--- src/design/mode_decode_pkg.sv ---
// constants shared by the mode latch, the page 0 decoder and the top level
// assumes a byte-addressed cpu with 20 address bits and registers in page 0
package mode_decode_pkg;

  // mode pin codes that the board may present
  localparam logic [2:0] MODE_1 = 3'h1;
  localparam logic [2:0] MODE_2 = 3'h2;
  localparam logic [2:0] MODE_3 = 3'h3;
  localparam logic [2:0] MODE_4 = 3'h4;
  localparam logic [2:0] MODE_7 = 3'h7;

  // register field and on-chip memory ranges in page 0
  localparam logic [15:0] REG_FIELD_LO = 16'hff80;
  localparam logic [15:0] REG_FIELD_HI = 16'hffff;
  localparam logic [15:0] RAM_LO = 16'hfb80;
  localparam logic [15:0] RAM_HI = 16'hff7f;
  localparam logic [15:0] ROM_HI = 16'h7fff;
  localparam logic [3:0] PAGE_ZERO = 4'h0;

  // register locations
  localparam logic [15:0] PORT5_DIR_ADDR = 16'hff88;
  localparam logic [15:0] PORT6_DIR_ADDR = 16'hff89;
  localparam logic [15:0] RAM_CONTROL_ADDR = 16'hfff9;
  localparam logic [15:0] MODE_CONTROL_ADDR = 16'hfffa;

  // field positions and fixed bits
  localparam int RAM_ENABLE_BIT = 7;
  localparam logic [4:0] MODE_CONTROL_FIXED = 5'h18;

  // values after reset
  localparam logic RAM_ENABLE_RESET = 1'b1;
  localparam logic [7:0] PORT_DIR_RESET = 8'h00;
  localparam logic [2:0] MODE_RESET = 3'h0;

  // synchroniser depth for the mode pins
  localparam int SYNC_STAGES = 2;

endpackage

--- src/design/decode_if.sv ---
// carries one cpu address and the current mode settings to the page 0
// decoder and brings the region selects back; purely combinational
`timescale 1ns/1ps
`default_nettype none

interface decode_if;
  logic [19:0] addr;
  logic [2:0] mode;
  logic ram_en;
  logic fetch;
  logic sel_rom;
  logic sel_ram;
  logic sel_reg;
  logic sel_ext;
  logic addr_err;
  logic fetch_err;

  modport requester (
    output addr, mode, ram_en, fetch,
    input sel_rom, sel_ram, sel_reg, sel_ext, addr_err, fetch_err
  );

  modport decoder (
    input addr, mode, ram_en, fetch,
    output sel_rom, sel_ram, sel_reg, sel_ext, addr_err, fetch_err
  );
endinterface

`default_nettype wire

--- src/design/mode_pin_sync.sv ---
// two-stage synchroniser for the three mode pins
// assumes the pins are static board straps, asynchronous to mclk
`timescale 1ns/1ps
`default_nettype none

module mode_pin_sync (
  // clock
  input wire logic mclk,
  // pins and synchronised copy
  input wire logic [2:0] pins,
  output logic [2:0] pins_sync
);

  typedef struct packed {
    logic [2:0] meta;
    logic [2:0] stable;
  } sync_state_type;

  sync_state_type st_r;
  sync_state_type st_nxt;

  // no reset here: a reset would have to load a pin value, and the
  // capture happens after release anyway
  always_comb begin
    st_nxt = st_r;
    st_nxt.meta = pins;
    st_nxt.stable = st_r.meta;
  end

  always_ff @(posedge mclk) begin
    st_r <= st_nxt;
  end

  assign pins_sync = st_r.stable;

endmodule

`default_nettype wire

--- src/design/mode_select_address_decoder.sv ---
// mode latch, page 0 memory map and bus port assignment
// assumes a cpu that presents one access per request and mode straps on pins
//
// Functional notes
// - mode 1: 64K space, no on-chip rom
// - mode 2: 64K, low 32K on-chip rom
// - mode 3: 1M space, no on-chip rom
// - mode 4: 1M, low 32K on-chip rom
// - minimum modes: ports 1-2 control, 3 data, 4-5 address
// - maximum modes: ports 4, 5, 6 address
// - mode 2: port 5 input until software
// - mode 4: ports 5, 6 input until direction written
// - mode 7: only on-chip rom and ram
// - single-chip releases bus pins as gpio
// - 64K pages; maximum modes up to 16
// - vectors from rom in modes 2, 4
// - top 128 page 0 addresses are registers
// - ram enable, reset one, maps on-chip ram
// - ram disabled: range goes external
// - ram enable is bit 7 at fff9
// - single-chip, ram disabled: range gives error
// - mode register captures pins at reset release
// - mode register bits 7-6 one, 5-3 zero
// - mode register low bits mirror pins
// - mode pins select minimum or maximum
// - modes 1-2 minimum, 3-4 maximum
`timescale 1ns/1ps
`default_nettype none

module mode_select_address_decoder (
  // clock and reset
  input wire logic mclk,
  input wire logic nrst,
  // mode strap pins
  input wire logic mode_pin2,
  input wire logic mode_pin1,
  input wire logic mode_pin0,
  // cpu access
  input wire logic acc_req,
  input wire logic acc_wr,
  input wire logic acc_word,
  input wire logic acc_fetch,
  input wire logic acc_vector,
  input wire logic [19:0] acc_addr,
  input wire logic [15:0] acc_wdata,
  // access answer
  output logic acc_done,
  output logic sel_rom,
  output logic sel_ram,
  output logic sel_reg,
  output logic sel_ext,
  output logic addr_error,
  output logic fetch_error,
  output logic vector_onchip,
  output logic [15:0] rd_data,
  // mode state
  output logic [2:0] mode_latch,
  output logic max_mode,
  output logic expanded_mode,
  output logic mode_invalid,
  output logic ram_enabled,
  // port functions
  output logic ctrl_port_en,
  output logic data_port_en,
  output logic port4_addr_en,
  output logic [7:0] port5_addr_oe,
  output logic [7:0] port6_addr_oe,
  output logic gpio_release
);

  typedef struct packed {
    logic cap_pend;
    logic [2:0] mode;
    logic ram_en;
    logic [7:0] port5_dir;
    logic [7:0] port6_dir;
    logic done;
    logic rom;
    logic ram;
    logic reg_hit;
    logic ext;
    logic aerr;
    logic ferr;
    logic vec_rom;
    logic [15:0] rdata;
    logic maxm;
    logic expm;
    logic invalid;
    logic ctrl_en;
    logic data_en;
    logic p4_en;
    logic [7:0] p5_oe;
    logic [7:0] p6_oe;
    logic gpio;
  } top_state_type;

  top_state_type st_r;
  top_state_type st_nxt;

  logic [2:0] pins_sync;
  decode_if dbus ();

  mode_pin_sync u_sync (
    .mclk(mclk),
    .pins({mode_pin2, mode_pin1, mode_pin0}),
    .pins_sync(pins_sync)
  );

  page0_decoder u_dec (
    .dec(dbus)
  );

  // byte view of the register field at one location
  function automatic logic [7:0] reg_byte(input logic [15:0] a, input top_state_type s);
    reg_byte = 8'h00;
    if (a == mode_decode_pkg::MODE_CONTROL_ADDR) begin
      reg_byte = {mode_decode_pkg::MODE_CONTROL_FIXED, s.mode};
    end else if (a == mode_decode_pkg::RAM_CONTROL_ADDR) begin
      reg_byte = 8'h00;
      reg_byte[mode_decode_pkg::RAM_ENABLE_BIT] = s.ram_en;
    end else if (a == mode_decode_pkg::PORT5_DIR_ADDR) begin
      reg_byte = s.port5_dir;
    end else if (a == mode_decode_pkg::PORT6_DIR_ADDR) begin
      reg_byte = s.port6_dir;
    end
  endfunction

  function automatic logic is_max(input logic [2:0] m);
    is_max = (m == mode_decode_pkg::MODE_3) || (m == mode_decode_pkg::MODE_4);
  endfunction

  function automatic logic is_min(input logic [2:0] m);
    is_min = (m == mode_decode_pkg::MODE_1) || (m == mode_decode_pkg::MODE_2);
  endfunction

  // codes the board is allowed to strap; anything else is reported, and only the register field and ram still decode
  function automatic logic is_legal(input logic [2:0] m);
    is_legal = is_min(m) || is_max(m) || (m == mode_decode_pkg::MODE_7);
  endfunction

  // single-chip has rom too, but its vector tables are not taken from it
  function automatic logic vec_from_rom(input logic [2:0] m);
    vec_from_rom = (m == mode_decode_pkg::MODE_2) || (m == mode_decode_pkg::MODE_4);
  endfunction

  // address drive of one pin of port 5 or 6; modes 2 and 4 wait for software
  function automatic logic pin_drive(input logic [2:0] m, input logic dir, input logic port6);
    pin_drive = 1'b0;
    unique case (m)
      mode_decode_pkg::MODE_1: begin
        pin_drive = !port6;
      end
      mode_decode_pkg::MODE_2: begin
        // rom holds the low half, so port 5 starts out as plain input
        pin_drive = !port6 && dir;
      end
      mode_decode_pkg::MODE_3: begin
        pin_drive = 1'b1;
      end
      mode_decode_pkg::MODE_4: begin
        pin_drive = dir;
      end
      default: begin
        // single-chip and illegal codes keep every bus pin off
        pin_drive = 1'b0;
      end
    endcase
  endfunction

  logic [15:0] a_hi;
  logic [15:0] a_lo;
  logic reg_wr;
  logic expm;
  logic maxm;
  logic [7:0] p5_drive;
  logic [7:0] p6_drive;

  // one decision per pin: a partly written direction register drives only its own pins
  for (genvar g = 0; g < 8; g++) begin : g_pin
    assign p5_drive[g] = pin_drive(st_r.mode, st_r.port5_dir[g], 1'b0);
    assign p6_drive[g] = pin_drive(st_r.mode, st_r.port6_dir[g], 1'b1);
  end

  always_comb begin
    dbus.addr = acc_addr;
    dbus.mode = st_r.mode;
    dbus.ram_en = st_r.ram_en;
    dbus.fetch = acc_fetch;
  end

  always_comb begin
    st_nxt = st_r;
    // word accesses ignore address bit 0; high byte sits at the even location
    a_hi = acc_word ? {acc_addr[15:1], 1'b0} : acc_addr[15:0];
    a_lo = {acc_addr[15:1], 1'b1};
    reg_wr = acc_req && acc_wr && dbus.sel_reg && !acc_fetch;
    maxm = is_max(st_r.mode);
    expm = maxm || is_min(st_r.mode);

    // capture once, on the first edge after reset release, then hold
    if (st_r.cap_pend) begin
      st_nxt.mode = pins_sync;
      st_nxt.cap_pend = 1'b0;
    end
    // no other path writes the mode field, so pin changes are ignored

    // register writes; the mode register simply has no write path
    if (reg_wr) begin
      if (acc_word) begin
        if (a_lo == mode_decode_pkg::RAM_CONTROL_ADDR) begin
          st_nxt.ram_en = acc_wdata[mode_decode_pkg::RAM_ENABLE_BIT];
        end
        if (a_hi == mode_decode_pkg::PORT5_DIR_ADDR) begin
          st_nxt.port5_dir = acc_wdata[15:8];
          st_nxt.port6_dir = acc_wdata[7:0];
        end
      end else begin
        if (a_hi == mode_decode_pkg::RAM_CONTROL_ADDR) begin
          st_nxt.ram_en = acc_wdata[mode_decode_pkg::RAM_ENABLE_BIT];
        end
        if (a_hi == mode_decode_pkg::PORT5_DIR_ADDR) begin
          st_nxt.port5_dir = acc_wdata[7:0];
        end
        if (a_hi == mode_decode_pkg::PORT6_DIR_ADDR) begin
          st_nxt.port6_dir = acc_wdata[7:0];
        end
      end
    end

    // access answer, one cycle after the request
    st_nxt.done = acc_req;
    st_nxt.rom = acc_req && dbus.sel_rom;
    st_nxt.ram = acc_req && dbus.sel_ram;
    st_nxt.reg_hit = acc_req && dbus.sel_reg;
    st_nxt.ext = acc_req && dbus.sel_ext;
    st_nxt.aerr = acc_req && dbus.addr_err;
    st_nxt.ferr = acc_req && dbus.fetch_err;
    // vector tables live in rom only where rom is mapped and not single-chip
    st_nxt.vec_rom = acc_req && acc_vector && vec_from_rom(st_r.mode);
    st_nxt.rdata = 16'h0000;
    if (acc_req && !acc_wr && dbus.sel_reg) begin
      if (acc_word) begin
        st_nxt.rdata = {reg_byte(a_hi, st_r), reg_byte(a_lo, st_r)};
      end else begin
        st_nxt.rdata = {8'h00, reg_byte(a_hi, st_r)};
      end
    end

    // port assignment follows the latched mode
    st_nxt.maxm = maxm;
    st_nxt.expm = expm;
    st_nxt.invalid = !st_r.cap_pend && !is_legal(st_r.mode);
    st_nxt.ctrl_en = expm;
    st_nxt.data_en = expm;
    st_nxt.p4_en = expm;
    // per-pin enables lag the direction write by one cycle
    st_nxt.p5_oe = p5_drive;
    st_nxt.p6_oe = p6_drive;
    st_nxt.gpio = !st_r.cap_pend && (st_r.mode == mode_decode_pkg::MODE_7);
  end

  always_ff @(posedge mclk) begin
    if (!nrst) begin
      st_r <= '0;
      st_r.cap_pend <= 1'b1;
      st_r.mode <= mode_decode_pkg::MODE_RESET;
      st_r.ram_en <= mode_decode_pkg::RAM_ENABLE_RESET;
      st_r.port5_dir <= mode_decode_pkg::PORT_DIR_RESET;
      st_r.port6_dir <= mode_decode_pkg::PORT_DIR_RESET;
    end else begin
      st_r <= st_nxt;
    end
  end

  // every output is a field of the registered state
  assign acc_done = st_r.done;
  assign sel_rom = st_r.rom;
  assign sel_ram = st_r.ram;
  assign sel_reg = st_r.reg_hit;
  assign sel_ext = st_r.ext;
  assign addr_error = st_r.aerr;
  assign fetch_error = st_r.ferr;
  assign vector_onchip = st_r.vec_rom;
  assign rd_data = st_r.rdata;
  assign mode_latch = st_r.mode;
  assign max_mode = st_r.maxm;
  assign expanded_mode = st_r.expm;
  assign mode_invalid = st_r.invalid;
  assign ram_enabled = st_r.ram_en;
  assign ctrl_port_en = st_r.ctrl_en;
  assign data_port_en = st_r.data_en;
  assign port4_addr_en = st_r.p4_en;
  assign port5_addr_oe = st_r.p5_oe;
  assign port6_addr_oe = st_r.p6_oe;
  assign gpio_release = st_r.gpio;

endmodule

`default_nettype wire

--- src/design/page0_decoder.sv ---
// maps one cpu address onto rom, ram, register field or external bus
// assumes the caller registers the answers; all paths here are combinational
`timescale 1ns/1ps
`default_nettype none

module page0_decoder (
  // request and answer
  decode_if.decoder dec
);

  function automatic logic in_range(input logic [15:0] a, input logic [15:0] lo,
                                    input logic [15:0] hi);
    in_range = (a >= lo) && (a <= hi);
  endfunction

  logic [15:0] a16;
  logic max_mode;
  logic rom_mapped;
  logic ext_allowed;
  logic page0;
  logic ram_range;

  always_comb begin
    a16 = dec.addr[15:0];
    max_mode = (dec.mode == mode_decode_pkg::MODE_3) || (dec.mode == mode_decode_pkg::MODE_4);
    rom_mapped = (dec.mode == mode_decode_pkg::MODE_2) || (dec.mode == mode_decode_pkg::MODE_4)
                 || (dec.mode == mode_decode_pkg::MODE_7);
    ext_allowed = (dec.mode == mode_decode_pkg::MODE_1) || (dec.mode == mode_decode_pkg::MODE_2)
                  || max_mode;
    // minimum and single-chip modes have no page lines, so upper bits fold away
    page0 = !max_mode || (dec.addr[19:16] == mode_decode_pkg::PAGE_ZERO);
    ram_range = page0 && in_range(a16, mode_decode_pkg::RAM_LO, mode_decode_pkg::RAM_HI);
    dec.sel_reg = page0 && in_range(a16, mode_decode_pkg::REG_FIELD_LO,
                                     mode_decode_pkg::REG_FIELD_HI);
    dec.sel_ram = ram_range && dec.ram_en;
    dec.sel_rom = page0 && rom_mapped && (a16 <= mode_decode_pkg::ROM_HI);
    // disabled ram falls through to the external bus where one exists
    dec.sel_ext = ext_allowed && !dec.sel_reg && !dec.sel_ram && !dec.sel_rom;
    // single-chip never goes off chip; a disabled ram hole is an error there
    dec.addr_err = !ext_allowed && !dec.sel_reg && !dec.sel_ram && !dec.sel_rom;
    dec.fetch_err = dec.fetch && dec.sel_reg;
  end

endmodule

`default_nettype wire

--- config.mk ---
export PLATFORM = sky130hd
export DESIGN_NAME = mode_select_address_decoder
export DESIGN_NICKNAME = d
export VERILOG_FILES = /design/src/design/mode_decode_pkg.sv /design/src/design/decode_if.sv /design/src/design/mode_pin_sync.sv /design/src/design/mode_select_address_decoder.sv /design/src/design/page0_decoder.sv
export SDC_FILE = /design/constraint.sdc
export NUM_CORES = 1
export LEC_CHECK = 0
export BUFFER_PORTS_ARGS = -buffer_cell sky130_fd_sc_hd__buf_2
export CAP_MARGIN = 25
export CORE_MARGIN = 2
export CORE_UTILIZATION = 55
export DETAILED_ROUTE_END_ITERATION = 10
export PLACE_DENSITY = 0.85
export SLEW_MARGIN = 20
export SYNTH_ARGS = -nofsm -noshare
export SYNTH_HDL_FRONTEND = slang
export SYNTH_SLANG_ARGS = --single-unit
--- constraint.sdc ---
create_clock -name mclk -period 6.6 [get_ports mclk]
set_input_delay 0.99 -clock mclk [delete_from_list [all_inputs] [get_ports mclk]]
set_output_delay 0.99 -clock mclk [all_outputs]
set_load 0.05 [all_outputs]
Yosys cells after proc, flatten, opt, wreduce, memory -nomap -nowiden

Cells that the tools add are included.

$add $sub $neg: 0
Multiply operators: 0
Divide/modulo/power cells: 0
Magnitude comparators: 5
Equal/unequal tests: 13
Shift operators: 0
Multiplexer cells: 30
Bitwise operators: 0
Reductions and logical operators: 55

Operators with widths:

| kind                                                                                | count |
|---|---|
| 8-bit 2-to-1 mux                                                                    | 9 |
| 16-bit == test (second input constant)                                              | 4 |
| 16-bit >= comparator (second input constant)                                        | 2 |
| 16-bit less-or-equal comparator (second input constant)                             | 2 |
| 1-bit case mux with 2 select lines                                                  | 16 |
| 15-bit == test (second input constant)                                              | 2 |
| 1-bit logical AND                                                                   | 29 |
| 17-bit 2-to-1 mux                                                                   | 1 |
| 16-bit by 15-bit less-or-equal comparator with 1-bit output (second input constant) | 1 |
| 16-bit 2-to-1 mux                                                                   | 1 |
| 1-bit zero test                                                                     | 9 |
| 3-bit AND reduction                                                                 | 3 |
| 1-bit logical OR                                                                    | 7 |
| 3-bit by 2-bit == test with 1-bit output (second input constant)                    | 2 |
| 3-bit == test (second input constant)                                               | 2 |
| 4-bit zero test                                                                     | 1 |
| 2-bit by 1-bit inequality test with 1-bit output (second input constant)            | 2 |
| 2-bit AND reduction                                                                 | 2 |
| 2-bit nonzero test                                                                  | 2 |
| 2-bit OR reduction                                                                  | 2 |
| 3-bit by 1-bit == test with 1-bit output (second input constant)                    | 1 |
| 1-bit 2-to-1 mux                                                                    | 3 |

Bits in registers: 71
Bits in latches: 0
Bits in writable memories: 0
Bits in read-only memories: 0
Memories: 0

Logic depth before layout (Yosys ltp)

Gate-level depths: netlist (run 1).

Word-level depth: 10
Depth in mapped cells: 8
Depth with buffers taken out: 5

Cells and area by module

From an unflattened synthesis (run 1), not the netlist that was laid out.

Cell total of the unflattened synthesis: 324
Area total of the unflattened synthesis: 3,056.7 um2

By module, submodules not included:

| module                      | instances | cells each | area each (um2) | seq. area each (um2) |
|---|---|---|---|---|
| mode_select_address_decoder | 1         | 295        | 2,771.4         | 1,301.2 |
| page0_decoder               | 1         | 23         | 165.2           | 0.0 |
| mode_pin_sync               | 1         | 6          | 120.1           | 120.1 |

Worst setup path before layout (run 1)

Ideal clock, no wire load.

Kind: input-to-reg
Start point: input port acc_addr[14]
End point: register st_r[50] (netlist bit)
Setup time: 0.128 ns
Arrival: 2.623 ns
Required time: 6.472 ns
Slack: 3.849 ns
Stages on the path: 6
Path buffers: 1
Cell sequence: nand3_1 > or4_4 > buf_6 > nor4_4 > mux2i_1 > nor2_1

Longest elaborated chain between the ends: 6
Elaborated cells between the ends (all ways): 11

Ends and longest elaborated chain:

| element                                                                        | line                               | text |
|---|---|---|
| start, declared                                                                | mode_select_address_decoder.sv:44  | `input wire logic [19:0] acc_addr,` |
| 16-bit >= comparator / 16-bit less-or-equal comparator (equally long branches) | page0_decoder.sv:13                | `in_range = (a >= lo) && (a <= hi);` |
| 1-bit logical AND                                                              | page0_decoder.sv:13                |  |
| 1-bit logical AND                                                              | page0_decoder.sv:33                | `dec.sel_reg = page0 && in_range(a16, mode_decode_pkg::REG_FIELD_LO,` |
| 1-bit logical AND (2 in series)                                                | mode_select_address_decoder.sv:196 | `reg_wr = acc_req && acc_wr && dbus.sel_reg && !acc_fetch;` |
| 3-bit AND reduction (no source line) (*)                                       | --                                 |  |
| end signal, assigned                                                           | mode_select_address_decoder.sv:271 | `st_r <= st_nxt;` |
| end, declared                                                                  | mode_select_address_decoder.sv:97  | `top_state_type st_r;` |

Mark *: on every way between the ends. The rest lies on a longest branch, timed or not.
A chain may end at the register's enable or synchronous reset.

Final worst setup path (run 1)

Start point: input port acc_addr[14]
End point: register st_r[57] (netlist bit)

Longest elaborated chain between the ends: 6
Elaborated cells between the ends (all ways): 8

Ends and longest elaborated chain:

| element                                                                        | line |
|---|---|
| 16-bit >= comparator / 16-bit less-or-equal comparator (equally long branches) | page0_decoder.sv:13 |
| 1-bit logical AND                                                              | page0_decoder.sv:13 |
| 1-bit logical AND                                                              | page0_decoder.sv:33 |
| 1-bit logical AND (2 in series)                                                | mode_select_address_decoder.sv:196 |
| 2-bit AND reduction (no source line) (*)                                       | -- |

Marks and branches as above.

==> results.json, run 1 <==
{
  "ir_drop_uv": 209.3,
  "die_w_microns": 78.92,
  "syn_inst": 341,
  "numCtsBuffers": 9,
  "min_period_ns": 2.750,
  "num_antenna_cells": 0,
  "cts_buffer_depth": 2,
  "hpwl_mm": 4.984,
  "ctsHoldBuffers": 0,
  "wl_mm": 6.770,
  "vias": 2508,
  "post-cts-setup-buffers": 0,
  "crit_chain": "buf_2, nand3_1, or4_4, nor2_1, and4b_1, o211a_1",
  "drt_iter0_markers": 177,
  "initial_core_util": 0.5640,
  "grt_pass1_vias": 2302,
  "drt_first_pass_iters": 5,
  "clk_latency_ns": 0.35,
  "avgSynthCellArea_sq_um": 9.052,
  "crit_path_end_kind": "flop",
  "largest_reg_flops": 17,
  "critPathLaunchType": "primary input",
  "synth_area_leader_cell": "dfxtp_1",
  "cts_max_level": 3,
  "grt_pass1_wl_mm": 10.65,
  "drv_slew": 0,
  "numPortBuffers": 96,
  "synth_seq_area_share": 0.4605,
  "cpPeakStageDelay_ns": 0.66,
  "async_flop_share": 0,
  "drive_above_1_share": 0.2980,
  "wire_per_inst_microns": 14.47,
  "worstSetupPathType": "primary input to flop",
  "synthTopCellsByArea": "dfxtp_1, buf_4, nor2_1",
  "synth_most_common_cell": "dfxtp_1",
  "fill_cells": 473,
  "cp_num_buf_inv": 1,
  "yosysWarnings": 0,
  "leakage_nw": 1.657,
  "yosys.cell_types.count": 49,
  "antenna_found_initial": 0,
  "drc_errors": 0,
  "overflow": 0,
  "multi_input_area_sq_um": 1276,
  "relSlewSlack": 0.4947,
  "synthFlopType": "dfxtp_1",
  "postRouteAntennaNets": 0,
  "worst_ep_arrival_time_ns": 3.04,
  "worst_pin_slew_ns": 0.7516,
  "core.rowCount": 27,
  "status": "finished clean",
  "setup_viol": 0,
  "skew_ns": 0.005808,
  "core_area_sq_um": 5473,
  "hold_depth": 0,
  "via_per_inst": 5.359,
  "critPathSlowestCell": "or4_4",
  "tritoncts": "built",
  "final_area_sq_um": 3513,
  "setup_tns_ns": 0,
  "drv_cap": 0,
  "power_density_nw_per_um2": 260.3,
  "cpLargestDelayFamily": "simple AND/OR/NAND/NOR gates",
  "post_cts_resized": 0,
  "synth_nets": 387,
  "grt_max_degree": 30,
  "ys_seq_elements": 71,
  "track_usage": 0.2237,
  "die-area_sq_um": 6228,
  "ff_latch_area_sq_um": 1421,
  "final_nets": 437,
  "dieHeight_microns": 78.92,
  "synth_common_cells": "dfxtp_1, nor2_1, buf_4, mux2i_1, nand3_1",
  "cts_root_buf": "clkbuf_8",
  "ios": 97,
  "path_depth": 6,
  "period_share": 0.4166,
  "required_ns": 6.89,
  "regMostFlops": "st_r",
  "clock_sinks": 71,
  "synth_enable_flop_cells": 0,
  "synth_area_sq_um": 3087,
  "hold_viol_final": 0,
  "rsz0062_at_grt": "false",
  "worstPathMaxFanout": 11,
  "syn2layout_area_growth_pct": 13.82,
  "dpl_cell_area_sq_um": 3291,
  "gp_congestion": 0.8605,
  "min_path_type": "flop to flop",
  "clk_pin_slew_ns": 0.07,
  "synth_top_area_share": 0.4605,
  "max_freq_mhz": 363.7,
  "worst-r2r-cell-count": 5
}
## per-stage QoR
step           worst slack [ns]  hold slack, ns  std cells  power [mW]  utilization
4_1_cts                   3.876          0.3320        468      0.9188       0.6420
3_3_place_gp              3.546          0.3108        452      0.5373       0.6013
3_5_place_dp              3.516          0.3146        452      0.5394       0.6013
2_1_floorplan             3.849          0.3096        341      0.5160            -
5_1_grt                   3.751          0.3353        468      0.9457       0.6420
6_report                  3.850          0.3293        468      0.9145       0.6420
## cell usage in the layout (no fill, tap or decap), types with 2 or more instances in the layout
| cell | Yosys | routed |
|---|---|---|
| nor4b_1 | 2 | 2 |
| or3_1 | 3 | 3 |
| nor4_1 | 4 | 4 |
| a211oi_1 | 8 | 8 |
| nand2b_1 | 3 | 3 |
| nand3_1 | 15 | 15 |
| dfxtp_1 | 71 | 71 |
| or4_1 | 2 | 2 |
| nor2_1 | 63 | 63 |
| buf_2 | 2 | 96 |
| a21oi_1 | 13 | 13 |
| o211a_1 | 8 | 8 |
| a22oi_1 | 3 | 3 |
| inv_1 | 6 | 6 |
| o211ai_1 | 2 | 2 |
| clkbuf_8 | 0 | 10 |
| and2_1 | 8 | 8 |
| bufinv_16 | 0 | 2 |
| nor3_1 | 10 | 10 |
| nand2_1 | 8 | 8 |
| mux2i_1 | 19 | 19 |
| xnor2_1 | 3 | 3 |
| and3_1 | 5 | 5 |
| o21a_1 | 3 | 3 |
| o2bb2ai_1 | 3 | 3 |
## cell families after synthesis
| logic type | synth area share |
|---|---|
| mux | 0.06161 |
| xor+xnor | 0.01135 |
| simple gates | 0.2278 |
| fa+ha+maj | 0.003243 |
| buf+inv | 0.1261 |
| compound gates | 0.1094 |
| flops | 0.4605 |
## path summary, 6_finish.rpt
| kind | startpoint | end | slack (ns) |
|---|---|---|---|
| worst max-delay path | acc_addr[14] | st_r[57] | 3.85 |
| worst min-delay path | u_sync.st_nxt[2] | u_sync.pins_sync[2] | 0.33 |
| worst max register to register | mode_latch[2] | st_r[57] | 4.02 |
| worst min register to register | u_sync.st_nxt[2] | u_sync.pins_sync[2] | 0.33 |
## routing by layer
metal,part of all wire,routed length [microns],vias to the layer above,global-route usage
met5,0,0,-,0
met4,0.024,163,0,0.1259
met1,0.42,2835,1169,0.2626
met3,0.061,416,15,0.04091
met2,0.50,3354,88,0.3846
li1,-,-,1236,-
## where the power goes
part / switching, mW / total, mW / leakage, nW / internal (mW)
clock network: 0.161 / 0.384 / 0.110 / 0.223
logic: 0.0608 / 0.0881 / 0.971 / 0.0273
registers: 0.00639 / 0.442 / 0.577 / 0.436
## final cells by class
class	instances	area share
flip-flops and latches	71	0.4046
multi-input cells	207	0.3632
repair buffers	96	0.1368
clock buffers	11	0.04024
well taps	72	0.02564
clock inverters	5	0.02315
inverters	6	0.006410
Power figures use the tool's default switching activity.
==> run 2: changes to the inputs <==
ABC_AREA = 1   (was default)
CORE_UTILIZATION = 46   (was 55)
PLACE_DENSITY = 0.76   (was 0.85)
clock period = 2.21 ns   (was 6.6 ns; I/O delays follow)
==> results.json, run 2 <==
{
  "status": "finished clean",
  "power_density_nw_per_um2": 699.7,
  "drt_first_pass_iters": 4,
  "track_usage": 0.1963,
  "drt_iter0_markers": 133,
  "syn2layout_area_growth_pct": 14.34,
  "dieHeight_microns": 87.09,
  "dpl_cell_area_sq_um": 3447,
  "syn_inst": 412,
  "synth_area_leader_cell": "dfxtp_1",
  "required_ns": 2.46,
  "min_from": "mode_pin2",
  "crit_chain": "inv_2, nand3_4, nand2_2, nand2_2, nand2_4, inv_2, nand4_2, nor2_4, nand2_1, nand2_1, nor2_1",
  "drc_errors": 0,
  "clk_pin_slew_ns": 0.07,
  "wl_met3_microns": 430,
  "leakage_nw": 1.785,
  "critPathSlowestCell": "dfxtp_1",
  "utilization": 0.5404,
  "regMostFlops": "st_r",
  "worst_ep_arrival_time_ns": 2.18,
  "period_share": 0.8732,
  "setup_tns_ns": 0,
  "wire_per_inst_microns": 12.53,
  "p_switching_mw": 0.6919,
  "max_freq_mhz": 518.2,
  "worstSetupPathType": "flop to flop",
  "antenna_found_initial": 0,
  "cpPeakStageDelay_ns": 0.49,
  "yosys.cell_types.count": 30,
  "ios": 97,
  "min_period_ns": 1.930,
  "synthFlopType": "dfxtp_1",
  "post-cts-setup-buffers": 0,
  "min_path_type": "primary input to flop",
  "hold_viol_final": 0,
  "synth_nets": 458,
  "synth_common_cells": "dfxtp_1, nand2_1, inv_1, nor2_1, a21oi_1",
  "cpLargestDelayFamily": "simple AND/OR/NAND/NOR gates",
  "worst-r2r-cell-count": 11,
  "drive_above_1_share": 0.3112,
  "layout_commonest_cell": "buf_2",
  "drv_slew": 0,
  "rsz0062_at_grt": "false",
  "initial_core_util": 0.4726,
  "async_flop_share": 0,
  "synth_seq_area_share": 0.4476,
  "place_ws_ns": 0.2372,
  "power_frac_comb": 0.108,
  "cts_max_level": 3,
  "core_area_sq_um": 6719,
  "final_nets": 523,
  "timing.rr.start": "mode_latch[2]",
  "overflow": 0,
  "final_cell_mix": "buf_2, nand2_1, dfxtp_1",
  "skew_ns": 0.007283,
  "gp_congestion": 0.9063,
  "path_depth": 11,
  "vias": 2725,
  "worstPathMaxFanout": 16,
  "worst_pin_slew_ns": 0.4525,
  "p_int_mw": 1.849,
  "num_antenna_cells": 0,
  "grt_max_degree": 20,
  "hold_depth": 1,
  "power.total_mw": 2.541,
  "ctsHoldBuffers": 0,
  "fill_cells": 638,
  "crit_path_start": "mode_latch[2]",
  "seqPwrFrac": 0.519,
  "p_sw_frac": 0.2723,
  "cts_buffer_depth": 2,
  "placed_cells": 546,
  "via_per_inst": 4.849,
  "post_cts_resized": 0,
  "postRouteAntennaNets": 0,
  "synth_area_sq_um": 3176,
  "die-area_sq_um": 7584,
  "wl_met1_mm": 2.988,
  "drv_cap": 0,
  "relSlewSlack": 0.6980,
  "yosysWarnings": 0,
  "hold_ws_ns": 0.07709,
  "core.rowCount": 30,
  "numCtsBuffers": 9,
  "cp_num_buf_inv": 2,
  "numPortBuffers": 96,
  "grt_pass1_wl_mm": 11.43,
  "synth_top_area_share": 0.4476,
  "clk_latency_ns": 0.35,
  "crit_path_end_kind": "flop",
  "setup_slack_ns": 0.2803,
  "wl_met2_mm": 3.492,
  "die_w_microns": 87.09,
  "wl_mm": 7.043,
  "highest_layer": "met4",
  "p_clk_frac": 0.373,
  "ir_drop_uv": 686.2,
  "final_area_sq_um": 3631,
  "largest_reg_flops": 17,
  "critPathLaunchType": "flop",
  "grt_pass1_vias": 2511,
  "synthTopCellsByArea": "dfxtp_1, buf_4, nand2_1",
  "avgSynthCellArea_sq_um": 7.708,
  "fin_cells": 562,
  "tritoncts": "built",
  "cts_root_buf": "clkbuf_8",
  "ys_seq_elements": 71,
  "synth_enable_flop_cells": 0,
  "clock_sinks": 71,
  "setup_viol": 0,
  "hpwl_mm": 5.389
}
run 2: layout make-up:
type                            instances  area, sq um  share of cell area
Clock buffer                           12        155.1             0.04273
Multi-Input combinational cell        239         1212              0.3339
Inverter                               58        217.7             0.05996
Sequential cell                        71         1421              0.3915
Clock inverter                          4        28.78            0.007926
Tap cell                               80        100.1             0.02757
Timing Repair Buffer                   98        495.5              0.1365
run 2: final timing paths:
| check | endpoint | slack (ns) |
|---|---|---|
| worst max-delay path | st_r[54] | 0.28 |
| worst min-delay path | u_sync.st_nxt[2] | 0.08 |
| worst max register to register | st_r[54] | 0.28 |
| worst min register to register | u_sync.pins_sync[1] | 0.33 |
run 2: layer usage:
layer  track usage  up-vias
met2        0.3303       90
li1              -     1391
met1        0.2395     1231
met5             0        -
met4       0.06250        0
met3       0.05972       13
run 2: power by group through the flow:
stage | Clock [mW] | Combinational (mW) | Sequential [mW]
after floorplan | 0 | 0.169 | 1.38
after global placement | 0 | 0.269 | 1.35
after detailed placement | 0 | 0.272 | 1.35
after CTS | 0.960 | 0.274 | 1.32
after global routing | 1.03 | 0.294 | 1.32
final | 0.947 | 0.274 | 1.32
run 2: kinds of logic after synthesis:
family / count (synthesis) / synth area share
compound gates: 62 / 0.1084
flops: 71 / 0.4476
buf+inv: 102 / 0.1706
simple gates: 177 / 0.2734
==> run 3: changes to the inputs <==
CORE_ASPECT_RATIO = 2   (was default)
==> results.json, run 3 (synthesis gave the netlist of run 2 again) <==
{
  "max_freq_mhz": 537.2,
  "hold_ws_ns": 0.09897,
  "p_switching_mw": 0.7003,
  "overflow": 0,
  "drt_first_pass_iters": 5,
  "power_frac_comb": 0.090,
  "path_depth": 11,
  "setup_slack_ns": 0.3487,
  "postRouteAntennaNets": 0,
  "post-cts-setup-buffers": 0,
  "numCtsBuffers": 9,
  "num_antenna_cells": 0,
  "core.rowCount": 42,
  "drt_iter0_markers": 78,
  "dieHeight_microns": 121.5,
  "final_nets": 524,
  "p_int_mw": 2.348,
  "vias": 2714,
  "required_ns": 2.43,
  "clock_sinks": 71,
  "period_share": 0.8422,
  "setup_viol": 0,
  "setup_tns_ns": 0,
  "worst-r2r-cell-count": 11,
  "dpl_cell_area_sq_um": 3465,
  "layout_commonest_cell": "buf_2",
  "cpLargestDelayFamily": "simple AND/OR/NAND/NOR gates",
  "cts_max_level": 3,
  "grt_pass1_vias": 2670,
  "largest_reg_flops": 17,
  "fill_cells": 656,
  "track_usage": 0.1950,
  "hpwl_mm": 5.688,
  "p_sw_frac": 0.2297,
  "final_cell_mix": "buf_2, nand2_1, dfxtp_1",
  "numPortBuffers": 96,
  "drv_slew": 0,
  "initial_core_util": 0.4758,
  "tritoncts": "built",
  "wire_per_inst_microns": 12.63,
  "die_w_microns": 62.75,
  "antenna_found_initial": 0,
  "drc_errors": 0,
  "power_density_nw_per_um2": 809.7,
  "post_cts_resized": 0,
  "r2r-end": "st_r[51]",
  "via_per_inst": 4.770,
  "gp_congestion": 0.8188,
  "worst_pin_slew_ns": 0.4476,
  "wl_mm": 7.185,
  "critPathLaunchType": "flop",
  "ctsHoldBuffers": 0,
  "seqPwrFrac": 0.433,
  "worstSetupPathType": "flop to flop",
  "worstPathMaxFanout": 16,
  "final_area_sq_um": 3765,
  "p_clk_frac": 0.477,
  "worst_ep_arrival_time_ns": 2.08,
  "crit_path_start": "mode_latch[0]",
  "cp_num_buf_inv": 2,
  "cpPeakStageDelay_ns": 0.52,
  "core_area_sq_um": 6674,
  "min_period_ns": 1.861,
  "power.total_mw": 3.048,
  "grt_max_degree": 20,
  "crit_chain": "inv_2, nand3_2, nand2_2, nand2_2, nand2_4, inv_2, nand4_2, nor2_4, nand2_1, nand2_1, nor2_1",
  "cts_root_buf": "clkbuf_16",
  "grt_pass1_wl_mm": 11.29,
  "status": "finished clean",
  "syn2layout_area_growth_pct": 18.56,
  "hold_viol_final": 0,
  "drive_above_1_share": 0.3119,
  "crit_end": "st_r[51]",
  "skew_ns": 0.009082,
  "crit_path_end_kind": "flop",
  "drv_cap": 0,
  "reg2reg_slack_ns": 0.35,
  "place_ws_ns": 0.2735,
  "cts_buffer_depth": 2,
  "leakage_nw": 1.852,
  "critPathSlowestCell": "dfxtp_1",
  "clk_latency_ns": 0.33,
  "rsz0062_at_grt": "false",
  "timing.rr.start": "mode_latch[0]",
  "ios": 97,
  "regMostFlops": "st_r",
  "ir_drop_uv": 673.1,
  "relSlewSlack": 0.7013,
  "min_path_type": "primary input to flop",
  "die-area_sq_um": 7624,
  "clk_pin_slew_ns": 0.05
}
run 3: worst register-to-register path: cells and delay by family, from the launching register on:
kind	cells	cell delay, ns
and+or+nand+nor	9	1.07
DFF	1	0.52
buffers and inverters	2	0.17
run 3: how the worst min path moves through the flow:
stage | slack [ns] | depth (start not counted) | to | from
after floorplan | 0.31 | 0 | u_sync.pins_sync[0] | u_sync.st_nxt[0]
after global placement | 0.31 | 0 | u_sync.pins_sync[2] | u_sync.st_nxt[2]
after detailed placement | 0.32 | 0 | u_sync.pins_sync[2] | u_sync.st_nxt[2]
after CTS | 0.09 | 1 | u_sync.st_nxt[1] | mode_pin1
after global routing | 0.09 | 1 | u_sync.st_nxt[1] | mode_pin1
final | 0.1 | 1 | u_sync.st_nxt[1] | mode_pin1
run 3: metal layers:
| metal | global-route usage | up-vias | routed length [microns] |
|---|---|---|---|
| li1 | - | 1393 | - |
| met1 | 0.1720 | 1201 | 2492 |
| met2 | 0.3737 | 98 | 4091 |
| met3 | 0.05288 | 22 | 358 |
| met4 | 0.1319 | 0 | 243 |
| met5 | 0 | - | 0 |
run 3: power by group through the flow:
stage | logic [mW] | clock network (mW) | registers, mW
6_report | 0.273 | 1.45 | 1.32
5_1_grt | 0.295 | 1.54 | 1.32
4_1_cts | 0.274 | 1.48 | 1.32
3_5_place_dp | 0.273 | 0 | 1.35
3_3_place_gp | 0.270 | 0 | 1.35
2_1_floorplan | 0.169 | 0 | 1.38
run 3: area by class of cell:
cell class,count,area [sq um],area share
Clock buffer,9,225.2,0.05982
Clock inverter,5,75.07,0.01994
Inverter,58,217.7,0.05783
Multi-Input combinational cell,239,1212,0.3220
Sequential cell,71,1421,0.3775
Tap cell,88,110.1,0.02925
Timing Repair Buffer,99,503.0,0.1336
run 3: metrics by stage:
step                utilization  std cells
global placement         0.5191        555
detailed placement       0.5191        555
global route             0.5641        569
floorplan                     -        412
finish                   0.5641        569
CTS                      0.5641        569
